### config.mk
export PLATFORM = sky130hd
export DESIGN_NAME = pcfg_pad_mux
export DESIGN_NICKNAME = d
export VERILOG_FILES = /design/src/logic/pcfg_pkg.sv /design/src/logic/pcfg_pad_mux.sv
export SDC_FILE = /design/constraint.sdc
export NUM_CORES = 1
export LEC_CHECK = 0
export BUFFER_PORTS_ARGS = -buffer_cell sky130_fd_sc_hd__buf_4
export CAP_MARGIN = 10
export CORE_ASPECT_RATIO = 1.1
export CORE_MARGIN = 1.5
export CORE_UTILIZATION = 38
export DETAILED_ROUTE_END_ITERATION = 12
export SLEW_MARGIN = 20
export SYNTH_ARGS = -nofsm -noshare
export SYNTH_HDL_FRONTEND = slang
export SYNTH_SLANG_ARGS = --single-unit
### constraint.sdc
create_clock -name sys_clk -period 22.7 [get_ports sys_clk]
set_input_delay 0 -clock sys_clk [delete_from_list [all_inputs] [get_ports sys_clk]]
set_output_delay 0 -clock sys_clk [all_outputs]
set_load 0.01 [all_outputs]
### src/logic/pcfg_pkg.sv
package pcfg_pkg;
  // Pin counts
  localparam int unsigned NUM_PINS     = 20;
  localparam int unsigned IDX_W        = 5;
  // Pad configuration windows in extended register space
  localparam logic [15:0] PORT0_PAD_BASE = 16'hA040;
  localparam logic [15:0] PORT1_PAD_BASE = 16'hA048;
  localparam logic [15:0] PORT2_PAD_BASE = 16'hA060;
  localparam logic [4:0]  PORT01_PADS    = 5'h10;
  localparam logic [4:0]  PORT2_PADS     = 5'h04;
  // Function-select registers for port 0 pins 0 and 1
  localparam logic [15:0] PIN0_FSEL_ADDR = 16'hA050;
  localparam logic [15:0] PIN1_FSEL_ADDR = 16'hA051;
  // Values after reset
  localparam logic [7:0]  PAD_CFG_RESET  = 8'h00;
  localparam logic [7:0]  FSEL_RESET     = 8'h00;
  localparam logic [7:0]  ROUTE_RESET    = 8'h33;  // I2C receive lines idle high
  // Pad configuration field positions
  localparam int unsigned INPUT_BUFFER_ON_BIT     = 7;
  localparam int unsigned ANALOG_SWITCH_SECOND_BIT = 6;
  localparam int unsigned PULLUP_ON_BIT           = 5;
  localparam int unsigned PULLDOWN_ON_BIT         = 4;
  localparam int unsigned ANALOG_SWITCH_PRIMARY_BIT = 3;
  localparam int unsigned HIGH_SIDE_DRIVER_ON_BIT = 2;
  localparam int unsigned LOW_SIDE_DRIVER_ON_BIT  = 1;
  localparam int unsigned INPUT_INVERT_BIT        = 0;
  // Function-select field positions
  localparam int unsigned TOUCH_ROUTE_BIT      = 7;
  localparam int unsigned I2C_MASTER_ROUTE_BIT = 6;
  localparam int unsigned I2C_SLAVE2_ROUTE_BIT = 5;
  localparam int unsigned CAPCOMP_ROUTE_BIT    = 4;
  localparam int unsigned SPI_ROUTE_BIT        = 3;
  localparam int unsigned IRQ_GROUP1_BIT       = 2;
  localparam int unsigned IRQ_GROUP0_BIT       = 1;
  localparam int unsigned PLAIN_GPIO_BIT       = 0;
  // Output source chosen for a muxed pin
  typedef enum logic [2:0] {
    SRC_NONE     = 3'h0,
    SRC_I2C_M    = 3'h1,
    SRC_I2C_S2   = 3'h2,
    SRC_CAPCOMP  = 3'h3,
    SRC_SPI      = 3'h4,
    SRC_GPIO     = 3'h5
  } pcfg_src_type;
endpackage

### src/logic/pcfg_pad_mux.sv
// What this block does
// (RQ1) One pad register per pin, two windows
// (RQ2) Pad registers reset to all zeros
// (RQ3) Bit 7 enables digital input buffer
// (RQ4) Bit 5 connects weak pull-up
// (RQ5) Bit 4 connects weak pull-down
// (RQ6) Bit 3 closes primary analog switch
// (RQ7) Bit 6 closes second analog switch
// (RQ8) Bit 2 enables high-side driver
// (RQ9) Bit 1 enables low-side driver
// (RQ10) Bit 0 inverts sampled input level
// (RQ11) Software forms output modes from drivers
// (RQ12) Software picks bits for classic modes
// (RQ13) Function-select registers for pins 0, 1
// (RQ14) Bit 7 routes touch channel, needs analog
// (RQ15) Pin 0 bit 6 carries I2C master data
// (RQ16) Pin 0 bit 5 carries slave2 data
// (RQ17) Pin 0 capture/compare 0 and MISO
// (RQ18) Pin 1 bits 6, 5 carry I2C clocks
// (RQ19) Pin 1 capture/compare 1 and SCK
// (RQ20) Bits 2, 1 join pin-interrupt groups
// (RQ21) Bit 0 enables plain GPIO, off at reset
// (RQ22) Fixed priority picks one output source
`timescale 1ns/1ns
module pcfg_pad_mux
  import pcfg_pkg::*;
(
  // Clock and reset
  input  wire logic                sys_clk,
  input  wire logic                reset,
  // Extended register space access
  input  wire logic [15:0]         cfg_addr,
  input  wire logic                cfg_wr,
  input  wire logic                cfg_rd,
  input  wire logic [7:0]          cfg_wdata,
  output logic      [7:0]          cfg_rdata,
  // Pad pins: level seen on each pin
  input  wire logic [NUM_PINS-1:0] pad_in,
  // Pad electrical controls
  output logic      [NUM_PINS-1:0] input_buffer_on,
  output logic      [NUM_PINS-1:0] analog_switch_second,
  output logic      [NUM_PINS-1:0] pullup_on,
  output logic      [NUM_PINS-1:0] pulldown_on,
  output logic      [NUM_PINS-1:0] analog_switch_primary,
  output logic      [NUM_PINS-1:0] high_side_driver_on,
  output logic      [NUM_PINS-1:0] low_side_driver_on,
  output logic      [NUM_PINS-1:0] pad_out,
  // Conditioned pin levels to the core
  output logic      [NUM_PINS-1:0] pin_level,
  // Plain GPIO data from the port logic
  input  wire logic [NUM_PINS-1:0] gpio_data_out,
  // Peripheral drive values for pins 0 and 1
  input  wire logic                i2c_master_sda_out,
  input  wire logic                i2c_slave2_sda_out,
  input  wire logic                capcomp0_out,
  input  wire logic                spi_miso_out,
  input  wire logic                i2c_master_scl_out,
  input  wire logic                i2c_slave2_scl_out,
  input  wire logic                capcomp1_out,
  input  wire logic                spi_sck_out,
  // Peripheral receive values from pins 0 and 1
  output logic                     i2c_master_sda_in,
  output logic                     i2c_slave2_sda_in,
  output logic                     capcomp0_in,
  output logic                     spi_miso_in,
  output logic                     i2c_master_scl_in,
  output logic                     i2c_slave2_scl_in,
  output logic                     capcomp1_in,
  output logic                     spi_sck_in,
  // Touch routing and pin-interrupt group inputs
  output logic                     touch_ch0_route,
  output logic                     touch_ch1_route,
  output logic                     pin_irq_group0,
  output logic                     pin_irq_group1
);

  // Pad configuration storage, one byte per pin
  logic [7:0]          pad_cfg_q [NUM_PINS];
  // Function-select storage for pins 0 and 1
  logic [7:0]          fsel_q    [2];
  // Input synchroniser stages and accepted level
  logic [NUM_PINS-1:0] sync1_q;
  logic [NUM_PINS-1:0] sync2_q;
  logic [NUM_PINS-1:0] sync3_q;
  logic [NUM_PINS-1:0] stable_q;
  // Conditioned levels
  logic [NUM_PINS-1:0] pin_level_q;
  logic [NUM_PINS-1:0] pin_level_d;
  // Pad output data
  logic [NUM_PINS-1:0] pad_out_q;
  logic [NUM_PINS-1:0] pad_out_d;
  // Read data
  logic [7:0]          rdata_q;
  logic [7:0]          rdata_d;
  // Routed peripheral inputs and flags
  logic [7:0]          route_q;
  logic [7:0]          route_d;
  logic [3:0]          flag_q;
  logic [3:0]          flag_d;
  // Address decode of the current access
  logic [IDX_W:0]      pad_hit;
  // Sources chosen for the two muxed pins
  pcfg_src_type        src0;
  pcfg_src_type        src1;

  // Maps an address onto a pad index; top bit flags a hit
  function automatic logic [IDX_W:0] pad_decode(input logic [15:0] addr);
    // Offsets into the two pad windows
    logic [15:0] off01;
    logic [15:0] off2;
    off01 = addr - PORT0_PAD_BASE;
    off2  = addr - PORT2_PAD_BASE;
    if (addr >= PORT0_PAD_BASE && off01 < {11'h000, PORT01_PADS}) begin
      // Ports 0 and 1 share one window
      pad_decode = {1'b1, off01[IDX_W-1:0]};
    end else if (addr >= PORT2_PAD_BASE && off2 < {11'h000, PORT2_PADS}) begin
      // Port 2 pads follow the port 1 pads
      pad_decode = {1'b1, off2[IDX_W-1:0] + PORT01_PADS};
    end else begin
      // Outside both windows: no hit
      pad_decode = '0;
    end
  endfunction

  // Fixed priority over output sources of a muxed pin
  function automatic pcfg_src_type pick_source(input logic [7:0] fsel);
    // Highest priority first, plain GPIO last
    if (fsel[I2C_MASTER_ROUTE_BIT]) begin
      pick_source = SRC_I2C_M;
    end else if (fsel[I2C_SLAVE2_ROUTE_BIT]) begin
      pick_source = SRC_I2C_S2;
    end else if (fsel[CAPCOMP_ROUTE_BIT]) begin
      pick_source = SRC_CAPCOMP;
    end else if (fsel[SPI_ROUTE_BIT]) begin
      pick_source = SRC_SPI;
    end else if (fsel[PLAIN_GPIO_BIT]) begin
      pick_source = SRC_GPIO; // RQ21
    end else begin
      // Nothing enabled leaves the pad data low
      pick_source = SRC_NONE;
    end
  endfunction

  // Drive value for a chosen source
  function automatic logic source_value(input pcfg_src_type src,
                                        input logic          mst,
                                        input logic          slv,
                                        input logic          ccp,
                                        input logic          spi,
                                        input logic          gpio);
    // An empty pick drives low
    case (src)
      SRC_I2C_M:   source_value = mst;
      SRC_I2C_S2:  source_value = slv;
      SRC_CAPCOMP: source_value = ccp;
      SRC_SPI:     source_value = spi;
      SRC_GPIO:    source_value = gpio;
      default:     source_value = 1'b0;
    endcase
  endfunction

  // Address decode and output source picks
  assign pad_hit = pad_decode(cfg_addr);
  assign src0    = pick_source(fsel_q[0]);
  assign src1    = pick_source(fsel_q[1]);

  // Pad register writes
  always_ff @(posedge sys_clk or posedge reset) begin
    if (reset) begin
      // Every pad back to all off
      for (int i = 0; i < NUM_PINS; i++) begin
        pad_cfg_q[i] <= PAD_CFG_RESET; // RQ2
      end
    end else if (cfg_wr && pad_hit[IDX_W]) begin
      // Decoded pad takes the byte
      pad_cfg_q[pad_hit[IDX_W-1:0]] <= cfg_wdata; // RQ1
    end
  end

  // Function-select register writes
  always_ff @(posedge sys_clk or posedge reset) begin
    if (reset) begin
      // Both selectors start with every function off
      fsel_q[0] <= FSEL_RESET; // RQ13 RQ21
      fsel_q[1] <= FSEL_RESET;
    end else if (cfg_wr && cfg_addr == PIN0_FSEL_ADDR) begin
      // Pin 0 selector
      fsel_q[0] <= cfg_wdata; // RQ13
    end else if (cfg_wr && cfg_addr == PIN1_FSEL_ADDR) begin
      // Pin 1 selector
      fsel_q[1] <= cfg_wdata; // RQ13
    end
  end

  // Read mux; unmapped addresses read zero
  always_comb begin
    rdata_d = 8'h00;
    // Pad window first, then the two selectors
    if (pad_hit[IDX_W]) begin
      rdata_d = pad_cfg_q[pad_hit[IDX_W-1:0]]; // RQ1
    end else if (cfg_addr == PIN0_FSEL_ADDR) begin
      rdata_d = fsel_q[0]; // RQ13
    end else if (cfg_addr == PIN1_FSEL_ADDR) begin
      rdata_d = fsel_q[1]; // RQ13
    end
  end

  // Read data register, loaded on a read strobe
  always_ff @(posedge sys_clk or posedge reset) begin
    if (reset) begin
      // Nothing read yet
      rdata_q <= 8'h00;
    end else if (cfg_rd) begin
      // Value holds until the next read strobe
      rdata_q <= rdata_d;
    end
  end

  // Three-stage pin synchroniser
  always_ff @(posedge sys_clk or posedge reset) begin
    if (reset) begin
      // All stages start low
      sync1_q  <= '0;
      sync2_q  <= '0;
      sync3_q  <= '0;
      stable_q <= '0;
    end else begin
      // Shift raw pin levels down the chain
      sync1_q <= pad_in;
      sync2_q <= sync1_q;
      sync3_q <= sync2_q;
      for (int i = 0; i < NUM_PINS; i++) begin
        // Accept a change once the last two stages agree
        if (sync2_q[i] == sync3_q[i]) begin
          stable_q[i] <= sync3_q[i];
        end
      end
    end
  end

  // Input gating by the buffer, then polarity
  always_comb begin
    for (int i = 0; i < NUM_PINS; i++) begin
      if (pad_cfg_q[i][INPUT_BUFFER_ON_BIT]) begin // RQ3
        // Buffer on: pass the level, inverted on request
        pin_level_d[i] = stable_q[i] ^ pad_cfg_q[i][INPUT_INVERT_BIT]; // RQ10
      end else begin
        // Buffer off: core sees a steady low
        pin_level_d[i] = 1'b0; // RQ3
      end
    end
  end

  // Output data: muxed pins by priority, the rest from GPIO
  always_comb begin
    // Pins without a selector follow GPIO
    pad_out_d    = gpio_data_out;
    // Pins 0 and 1 take the priority pick
    pad_out_d[0] = source_value(src0, i2c_master_sda_out, i2c_slave2_sda_out, // RQ22
                                capcomp0_out, spi_miso_out, gpio_data_out[0]); // RQ15 RQ16 RQ17
    pad_out_d[1] = source_value(src1, i2c_master_scl_out, i2c_slave2_scl_out, // RQ22
                                capcomp1_out, spi_sck_out, gpio_data_out[1]); // RQ18 RQ19
  end

  // Peripheral input routing; idle I2C lines read high
  always_comb begin
    // Pin 0 receivers
    route_d[0] = fsel_q[0][I2C_MASTER_ROUTE_BIT] ? pin_level_q[0] : 1'b1; // RQ15
    route_d[1] = fsel_q[0][I2C_SLAVE2_ROUTE_BIT] ? pin_level_q[0] : 1'b1; // RQ16
    route_d[2] = fsel_q[0][CAPCOMP_ROUTE_BIT] & pin_level_q[0]; // RQ17
    route_d[3] = fsel_q[0][SPI_ROUTE_BIT] & pin_level_q[0]; // RQ17
    // Pin 1 receivers
    route_d[4] = fsel_q[1][I2C_MASTER_ROUTE_BIT] ? pin_level_q[1] : 1'b1; // RQ18
    route_d[5] = fsel_q[1][I2C_SLAVE2_ROUTE_BIT] ? pin_level_q[1] : 1'b1; // RQ18
    route_d[6] = fsel_q[1][CAPCOMP_ROUTE_BIT] & pin_level_q[1]; // RQ19
    route_d[7] = fsel_q[1][SPI_ROUTE_BIT] & pin_level_q[1]; // RQ19
  end

  // Touch routes and pin-interrupt group terms
  always_comb begin
    // Touch needs the primary analog switch as well
    flag_d[0] = fsel_q[0][TOUCH_ROUTE_BIT] & pad_cfg_q[0][ANALOG_SWITCH_PRIMARY_BIT]; // RQ14
    flag_d[1] = fsel_q[1][TOUCH_ROUTE_BIT] & pad_cfg_q[1][ANALOG_SWITCH_PRIMARY_BIT]; // RQ14
    // A pin may belong to both groups at once
    flag_d[2] = (fsel_q[0][IRQ_GROUP0_BIT] & pin_level_q[0]) |
                (fsel_q[1][IRQ_GROUP0_BIT] & pin_level_q[1]); // RQ20
    flag_d[3] = (fsel_q[0][IRQ_GROUP1_BIT] & pin_level_q[0]) |
                (fsel_q[1][IRQ_GROUP1_BIT] & pin_level_q[1]); // RQ20
  end

  // Registered levels, pad data and routed signals
  always_ff @(posedge sys_clk or posedge reset) begin
    if (reset) begin
      // Idle values: I2C receive lines high, the rest low
      pin_level_q <= '0;
      pad_out_q   <= '0;
      route_q     <= ROUTE_RESET;
      flag_q      <= 4'h0;
    end else begin
      // Everything follows its next value one cycle later
      pin_level_q <= pin_level_d;
      pad_out_q   <= pad_out_d;
      route_q     <= route_d;
      flag_q      <= flag_d;
    end
  end

  // Pad control bits straight from the registers
  always_comb begin
    for (int i = 0; i < NUM_PINS; i++) begin
      // One control bit per pad function
      input_buffer_on[i]       = pad_cfg_q[i][INPUT_BUFFER_ON_BIT]; // RQ3
      analog_switch_second[i]  = pad_cfg_q[i][ANALOG_SWITCH_SECOND_BIT]; // RQ7
      pullup_on[i]             = pad_cfg_q[i][PULLUP_ON_BIT]; // RQ4
      pulldown_on[i]           = pad_cfg_q[i][PULLDOWN_ON_BIT]; // RQ5
      analog_switch_primary[i] = pad_cfg_q[i][ANALOG_SWITCH_PRIMARY_BIT]; // RQ6
      high_side_driver_on[i]   = pad_cfg_q[i][HIGH_SIDE_DRIVER_ON_BIT]; // RQ8
      low_side_driver_on[i]    = pad_cfg_q[i][LOW_SIDE_DRIVER_ON_BIT]; // RQ9
    end
  end

  // Remaining outputs
  assign cfg_rdata          = rdata_q;
  assign pin_level          = pin_level_q;
  assign pad_out            = pad_out_q;
  // Receive lines for pins 0 and 1
  assign i2c_master_sda_in  = route_q[0];
  assign i2c_slave2_sda_in  = route_q[1];
  assign capcomp0_in        = route_q[2];
  assign spi_miso_in        = route_q[3];
  assign i2c_master_scl_in  = route_q[4];
  assign i2c_slave2_scl_in  = route_q[5];
  assign capcomp1_in        = route_q[6];
  assign spi_sck_in         = route_q[7];
  // Touch routes and interrupt groups
  assign touch_ch0_route    = flag_q[0];
  assign touch_ch1_route    = flag_q[1];
  assign pin_irq_group0     = flag_q[2];
  assign pin_irq_group1     = flag_q[3];

endmodule

==> results of run 1 <==
==> flip-flops by register name, indices dropped and copies added (netlist names) <==
signal	count
analog_switch_second	20
pad_out	20
stable_q	20
fsel_q	16
pulldown_on	20
sync3_q	20
sync1_q	20
high_side_driver_on	20
pin_level	20
flag_q	4
pad_cfg_q	20
analog_switch_primary	20
sync2_q	20
low_side_driver_on	20
route_q	8
cfg_rdata	8
pullup_on	20
input_buffer_on	20
==> stage by stage <==
step	area, um^2	power, mW
after floorplan	13900	0.620
after global placement	15400	0.647
after detailed placement	15400	0.648
after CTS	17200	1.24
after global routing	17200	1.27
final	17200	1.23
==> worst max-delay path, cell delays in order <==
cell and delay [ns]:
dlygate4sd3_1 0.57, buf_4 0.23, nor2_1 0.40, and3_1 0.25, o211a_4 0.23, o2bb2ai_2 0.30
nand4_1 0.14, dlygate4sd3_1 0.58, o22ai_1 0.10, dlygate4sd3_1 0.56
==> power groups by stage <==
stage                     combinational, mW  clock, mW  sequential (mW)
after floorplan                      0.0299          0            0.590
after global placement               0.0573          0            0.590
after detailed placement             0.0577          0            0.590
after CTS                            0.0650      0.598            0.580
after global routing                 0.0704      0.619            0.581
final                                0.0638      0.582            0.580
==> final cells by class <==
class	count	area (um^2)	area share (%)
clock buffer	53	1050	6.09
multi-input combinational	521	4800	28.0
sequential	316	7910	46.1
clock inverter	8	126	0.736
inverter	4	22.5	0.131
tap	487	609	3.55
timing repair buffer	334	2650	15.4
==> cell usage after synthesis (all sizes together) (2+ instances only) <==
cell    instances
mux4           27
nor3           13
mux2i          12
nand2          23
ha              2
or3             2
o211ai          3
dfrtp         312
clkbuf         28
buf           154
dfstp           4
nand2b          6
and2           28
nor2           65
a21boi          3
nand4           3
a21oi          24
a22o            3
o211a           2
xor2           21
nand3          11
a221o           2
or2             4
mux2          184
inv             4
nor3b           3
maj3           20
a211oi          3
o21ai          10
nor2b          11
a221oi          7
a22oi          14
o22ai           2
==> routing by layer <==
metal / routed length [um] / track usage, % / vias up / share of wire [%]
li1: - / - / 3828 / -
met1: 15400 / 25.6 / 4405 / 41
met2: 18000 / 32.4 / 280 / 48
met3: 3000 / 5.88 / 69 / 7.9
met4: 1280 / 7.17 / 4 / 3.4
met5: 22 / 0 / - / 0.058
==> final timing paths <==
kind	slack (ns)	cells past startpoint	endpoint
min in group asynchronous	0.17	3	sync2_q[4]
max in group asynchronous	20.26	5	analog_switch_second[3]
hold reg to reg	0.35	0	sync2_q[11]
setup / recovery	19.79	10	cfg_rdata[0]
setup reg to reg	20.41	8	cfg_rdata[0]
hold / removal	0.05	4	cfg_rdata[7]
==> cells by family after synthesis <==
| group | Yosys count | share of synthesized area (%) |
|---|---|---|
| adder cells (fa/ha/maj) | 22 | 1.62 |
| multiplexers | 223 | 20.1 |
| buffers and inverters | 186 | 8.88 |
| AND/OR/NAND/NOR | 175 | 7.17 |
| flip-flops | 316 | 56.8 |
| AO/OA/AOI/OAI | 79 | 4.07 |
| XOR/XNOR | 22 | 1.44 |
==> timing repair <==
item                                   CTS  global route
hold buffers                            55             0
endpoints found under the hold margin  310             0
setup endpoints to repair                0             0
==> impl_metrics.json, run 1 <==
{
  "status": "complete, no violations",
  "switchingPower_mw": 0.271,
  "tightest_slew_ns": 1.01,
  "clk_pin_slew_ns": 0.06,
  "drive_gt1_share_pct": 46.4,
  "fin_crit_sh_pct": 12.8,
  "rsz0062_at_grt": "false",
  "overflow": 0,
  "die_h_um": 204,
  "first_global_vias": 8949,
  "rows": 73,
  "fin_crit_ns": 2.91,
  "end_kind": "register",
  "synthArstFlopShare_pct": 100,
  "core_um2": 36200,
  "portBuffers": 275,
  "cts-resized-gates": 0,
  "dr.first_iter.drc_count": 531,
  "utilization_pct": 47.5,
  "combPwrFrac_pct": 5.2,
  "die-area_um2": 37800,
  "worst_hold_slack_ns": 0.0508,
  "min_from": "cfg_addr[3]",
  "syn_nets": 1101,
  "clk_latency_ns": 0.53,
  "clkSinkCount": 316,
  "ir_drop_uv": 49.3,
  "yosys-top-cells-area": "dfrtp_1 56%, mux2_2 15%, buf_4 7.5%, mux4_2 4.4%, nor2_1 1.6%",
  "netlist_instances": 1023,
  "final_cell_mix": "312 x dfrtp_1, 279 x buf_4, 184 x mux2_2",
  "cp.required_ns": 23.16,
  "post_cts_buffers": 0,
  "max_cap_viol_count": 0,
  "slew_violations": 0,
  "htree_num_levels": 2,
  "start_util_pct": 38.5,
  "hp-class": "in -> reg",
  "cts_buffers": 36,
  "synth_top_area_cell": "dfrtp_1",
  "p_clk_share_pct": 47.5,
  "switching_share_pct": 22.1,
  "dp_cells": 1607,
  "cp-startpoint": "cfg_addr[2]",
  "fmaxAchievable_ghz": 0.344,
  "crit_type": "in -> reg",
  "p_leak_nw": 8.45,
  "power_frac_seq_pct": 47.3,
  "final_nets": 1291,
  "routed_wl_um": 37700,
  "rr_startpoint": "pad_cfg_q[128]",
  "cts_tree": "yes",
  "postSynthAreaPerCell_um2": 13.6,
  "yosys_warnings": 0,
  "grt_max_degree": 104,
  "vias": 8586,
  "ioPinCount": 276,
  "drt-vias-per-instance": 4.98,
  "diodes": 0,
  "synth_edf_count": 0,
  "maxSlewHeadroom_pct": 32.7,
  "final_hold_viol_count": 0,
  "setup_ws_ns": 19.79,
  "power.internal_mw": 0.954,
  "cp_max_fo": 17,
  "ys_types": 59,
  "synth_top_area_share_pct": 56.0,
  "wl_per_cell_um": 21.9,
  "post-dp-hpwl_um": 25900,
  "max-clock-path-buffers": 3,
  "setup_tns_ns": 0,
  "ys_seq_area_share_pct": 56.8,
  "final_common_cell": "dfrtp_1",
  "finalSetupViolations": 0,
  "arrival_ns": 3.37,
  "stdcell_count": 1723,
  "crit_path_start_kind": "primary input",
  "dr.pass1.iters": 5,
  "fillers": 3301,
  "dp_slack_ns": 19.73,
  "powerDensity_nw_per_um2": 71.4,
  "track_usage_pct": 20.1,
  "clock_skew_ns": 0.0131,
  "synth_ff_type": "dfrtp_1",
  "antenna_found_initial": 2,
  "syn_area_um2": 13900,
  "drc": 0,
  "synthToLayoutAreaGrowth_pct": 23.1,
  "synth-seq-cells": 316,
  "clockRootBuffer": "clkbuf_16",
  "die_x_um": 186,
  "ant_nets": 0,
  "grt_pass1_wl_um": 56200,
  "place.gp.congestion": 0.842
}
No activity file was read; power rests on OpenSTA's default activity.
==> inputs of run 2 (changes only) <==
- ABC_AREA: unset -> 1
- clock period: 22.7 -> 2.8 ns (I/O delays scaled with it)
==> run 2 against run 1 <==
Against the previous run: utilization grew 0.23 points; synthesized area up 0.85%; critical endpoint is now cfg_rdata[6]; global-route usage increased by 2.4 points; first-iteration DRC count is 48% higher; sequential share of layout area fell by 0.34 points; largest power group is now registers.
==> impl_metrics.json, run 2 <==
{
  "yosys-top-cells-count": "381 x nand2_1, 312 x dfrtp_1, 181 x o21ai_0, 146 x buf_4, 77 x nand4_1",
  "final_cell_mix": "381 x nand2_1, 312 x dfrtp_1, 306 x buf_4",
  "syn_area_um2": 14100,
  "arrival_ns": 2.65,
  "fin_crit_sh_pct": 80.5,
  "rr_endpoint": "pad_out[1]",
  "ioPinCount": 276,
  "setup_ws_ns": 0.545,
  "final_nets": 1778,
  "netlist_instances": 1514,
  "portBuffers": 275,
  "routed_wl_um": 42800,
  "die_h_um": 205,
  "grt_pass1_wl_um": 65300,
  "synth_edf_count": 0,
  "htree_num_levels": 2,
  "clock_skew_ns": 0.0175,
  "dr.first_iter.drc_count": 786,
  "ys_types": 38,
  "tightest_slew_ns": 1.14,
  "worst_path_most_repeated_cell": "nand2_1",
  "vias": 11028,
  "synth-seq-cells": 316,
  "clk_pin_slew_ns": 0.06,
  "powerDensity_nw_per_um2": 556,
  "total_power_mw": 9.62,
  "wl_per_cell_um": 19.4,
  "clk_latency_ns": 0.52,
  "combPwrFrac_pct": 5.1,
  "ant_nets": 0,
  "yosys-top-cells-area": "dfrtp_1 56%, nand2_1 10%, buf_4 7.8%, o21ai_0 6.4%, nand4_1 3.4%",
  "ys_seq_area_share_pct": 56.3,
  "cp_max_fo": 30,
  "cp.required_ns": 3.20,
  "power_frac_seq_pct": 48.9,
  "grt_max_degree": 95,
  "die_x_um": 186,
  "critical_path_depth": 21,
  "power.internal_mw": 7.52,
  "synth_top_area_share_pct": 55.5,
  "status": "complete, no violations",
  "end_kind": "register",
  "yosys_warnings": 0,
  "max_cap_viol_count": 0,
  "post-dp-hpwl_um": 30600,
  "rows": 73,
  "path_buf_inv": 5,
  "start_util_pct": 38.8,
  "final_common_cell": "nand2_1",
  "clkSinkCount": 316,
  "synthArstFlopShare_pct": 100,
  "fmaxAchievable_ghz": 0.443,
  "hp-class": "in -> reg",
  "diodes": 0,
  "drc": 0,
  "dp_cells": 2098,
  "cp_slowest_stage_delay_ns": 0.31,
  "setup_tns_ns": 0,
  "p_clk_share_pct": 46.0,
  "synth_top_area_cell": "dfrtp_1",
  "overflow": 0,
  "syn_nets": 1592,
  "synthToLayoutAreaGrowth_pct": 23.0,
  "finalSetupViolations": 0,
  "slew_violations": 0,
  "postSynthAreaPerCell_um2": 9.29,
  "first_global_vias": 10908,
  "reg2regPathDepth": 7,
  "track_usage_pct": 22.5,
  "final_hold_viol_count": 0,
  "switching_share_pct": 21.8,
  "switchingPower_mw": 2.10,
  "ir_drop_uv": 375,
  "r2r_slack_ns": 1.10,
  "cts-resized-gates": 0,
  "stdcell_count": 2206,
  "maxSlewHeadroom_pct": 24.2,
  "synth_ff_type": "dfrtp_1",
  "crit_path_cell_trace": "buf_4 -> inv_2 -> nand2_1 -> nor2_2 -> nand3_1 -> nand3_1 -> nand2_1 -> inv_1 -> nand2_2 -> nand2_2 -> buf_4 -> buf_4 -> a21boi_0 -> nor2_1 -> nand2_1 -> nand3_1 -> nand3_1 -> nand2_1 -> nand2_1 -> nand2_1 -> nand2_1",
  "cp-startpoint": "cfg_addr[10]",
  "antenna_found_initial": 0,
  "max-clock-path-buffers": 3,
  "drt-vias-per-instance": 5.00,
  "clockRootBuffer": "clkbuf_16",
  "drive_gt1_share_pct": 24.5,
  "crit_type": "in -> reg",
  "fin_crit_ns": 2.25,
  "place.gp.congestion": 0.900,
  "crit_family": "simple AND/OR/NAND/NOR gates",
  "cts_buffers": 35,
  "rr_startpoint": "fsel_q[3]",
  "yosysMostFrequentCell": "nand2_1",
  "slowest_stage": "buf_4",
  "dp_slack_ns": 0.0892,
  "core_um2": 36300,
  "endpoint": "cfg_rdata[6]",
  "cts_tree": "yes",
  "dr.pass1.iters": 6,
  "rsz0062_at_grt": "false",
  "crit_path_start_kind": "primary input",
  "p_leak_nw": 8.39,
  "die-area_um2": 38200
}
[run 2: cell count changes in the layout (fill, tap and decap cells not counted), sizes merged, moves of 15 or more]
cell and delta:
and2 -27, buf +32, inv +76, mux2 -171, mux4 -27, nand2 +379, nand3 +46, nand4 +74
nor2 -15, o21ai +198, xor2 -16
[run 2: area by class of cell]
type	count	area [um^2]
repair buffers	363	2920
flip-flops and latches	316	7910
well taps	487	609
multi-input cells	899	4430
inverters	85	323
fillers	3466	19000
clock buffers	52	1050
clock inverters	4	47.5
[run 2: logic make-up (layout without fill, tap and decap cells)]
group           count (synthesis)  count (layout)  synth area share, %
compound gates                250             250                 9.08
xor+xnor                        6               6                0.374
fa+ha+maj                      22              22                 1.60
buf+inv                       299             504                 12.2
flops                         316             316                 56.3
mux                            13              13                 1.04
simple gates                  608             608                 19.4
[run 2: what timing repair did]
action,4_1_cts,5_1_grt
setup buffers,0,0
hold endpoints to repair,109,0
hold buffers,52,0
[run 2: worst min path at each step]
stage                 startpoint                 endpoint  slack, ns  cells after the start
3_3_place_gp               reset              pad_out[11]       0.11                      2
4_1_cts              cfg_addr[2]       input_buffer_on[8]       0.06                      4
2_1_floorplan  gpio_data_out[10]              pad_out[10]       0.03                      0
3_5_place_dp               reset              pad_out[11]       0.11                      2
6_report             cfg_addr[2]  high_side_driver_on[11]       0.08                      4
5_1_grt              cfg_addr[2]  high_side_driver_on[11]        0.1                      4
[run 2: tightest hold or removal path: cells and delay by family]
kind,cells,cell delay (ns)
compound gates,1,0.08
simple gates,2,0.32
buf+inv,1,0.13
[run 2: metrics by stage]
step,cell area [um^2],util [%],hold WS (ns)
floorplan,14100,-,0.0314
CTS,17300,47.7,0.0573
global route,17300,47.7,0.0991
global placement,15700,43.2,0.109
detailed placement,15700,43.2,0.110
finish,17300,47.7,0.0796
[run 2: power groups by stage]
stage	clock, mW	combinational [mW]	sequential [mW]
CTS	4.56	0.502	4.70
global route	4.74	0.542	4.71
floorplan	0	0.205	4.78
detailed placement	0	0.445	4.78
finish	4.43	0.493	4.70
global placement	0	0.443	4.78
[run 2: layer usage]
metal | GRT usage [%] | vias up | part of all wire, % | wire length [um]
met4 | 8.10 | 0 | 3.2 | 1360
li1 | - | 5208 | - | -
met2 | 37.3 | 378 | 47 | 20300
met5 | 0 | - | 0 | 0
met3 | 4.93 | 70 | 6.4 | 2750
met1 | 28.9 | 5372 | 43 | 18400
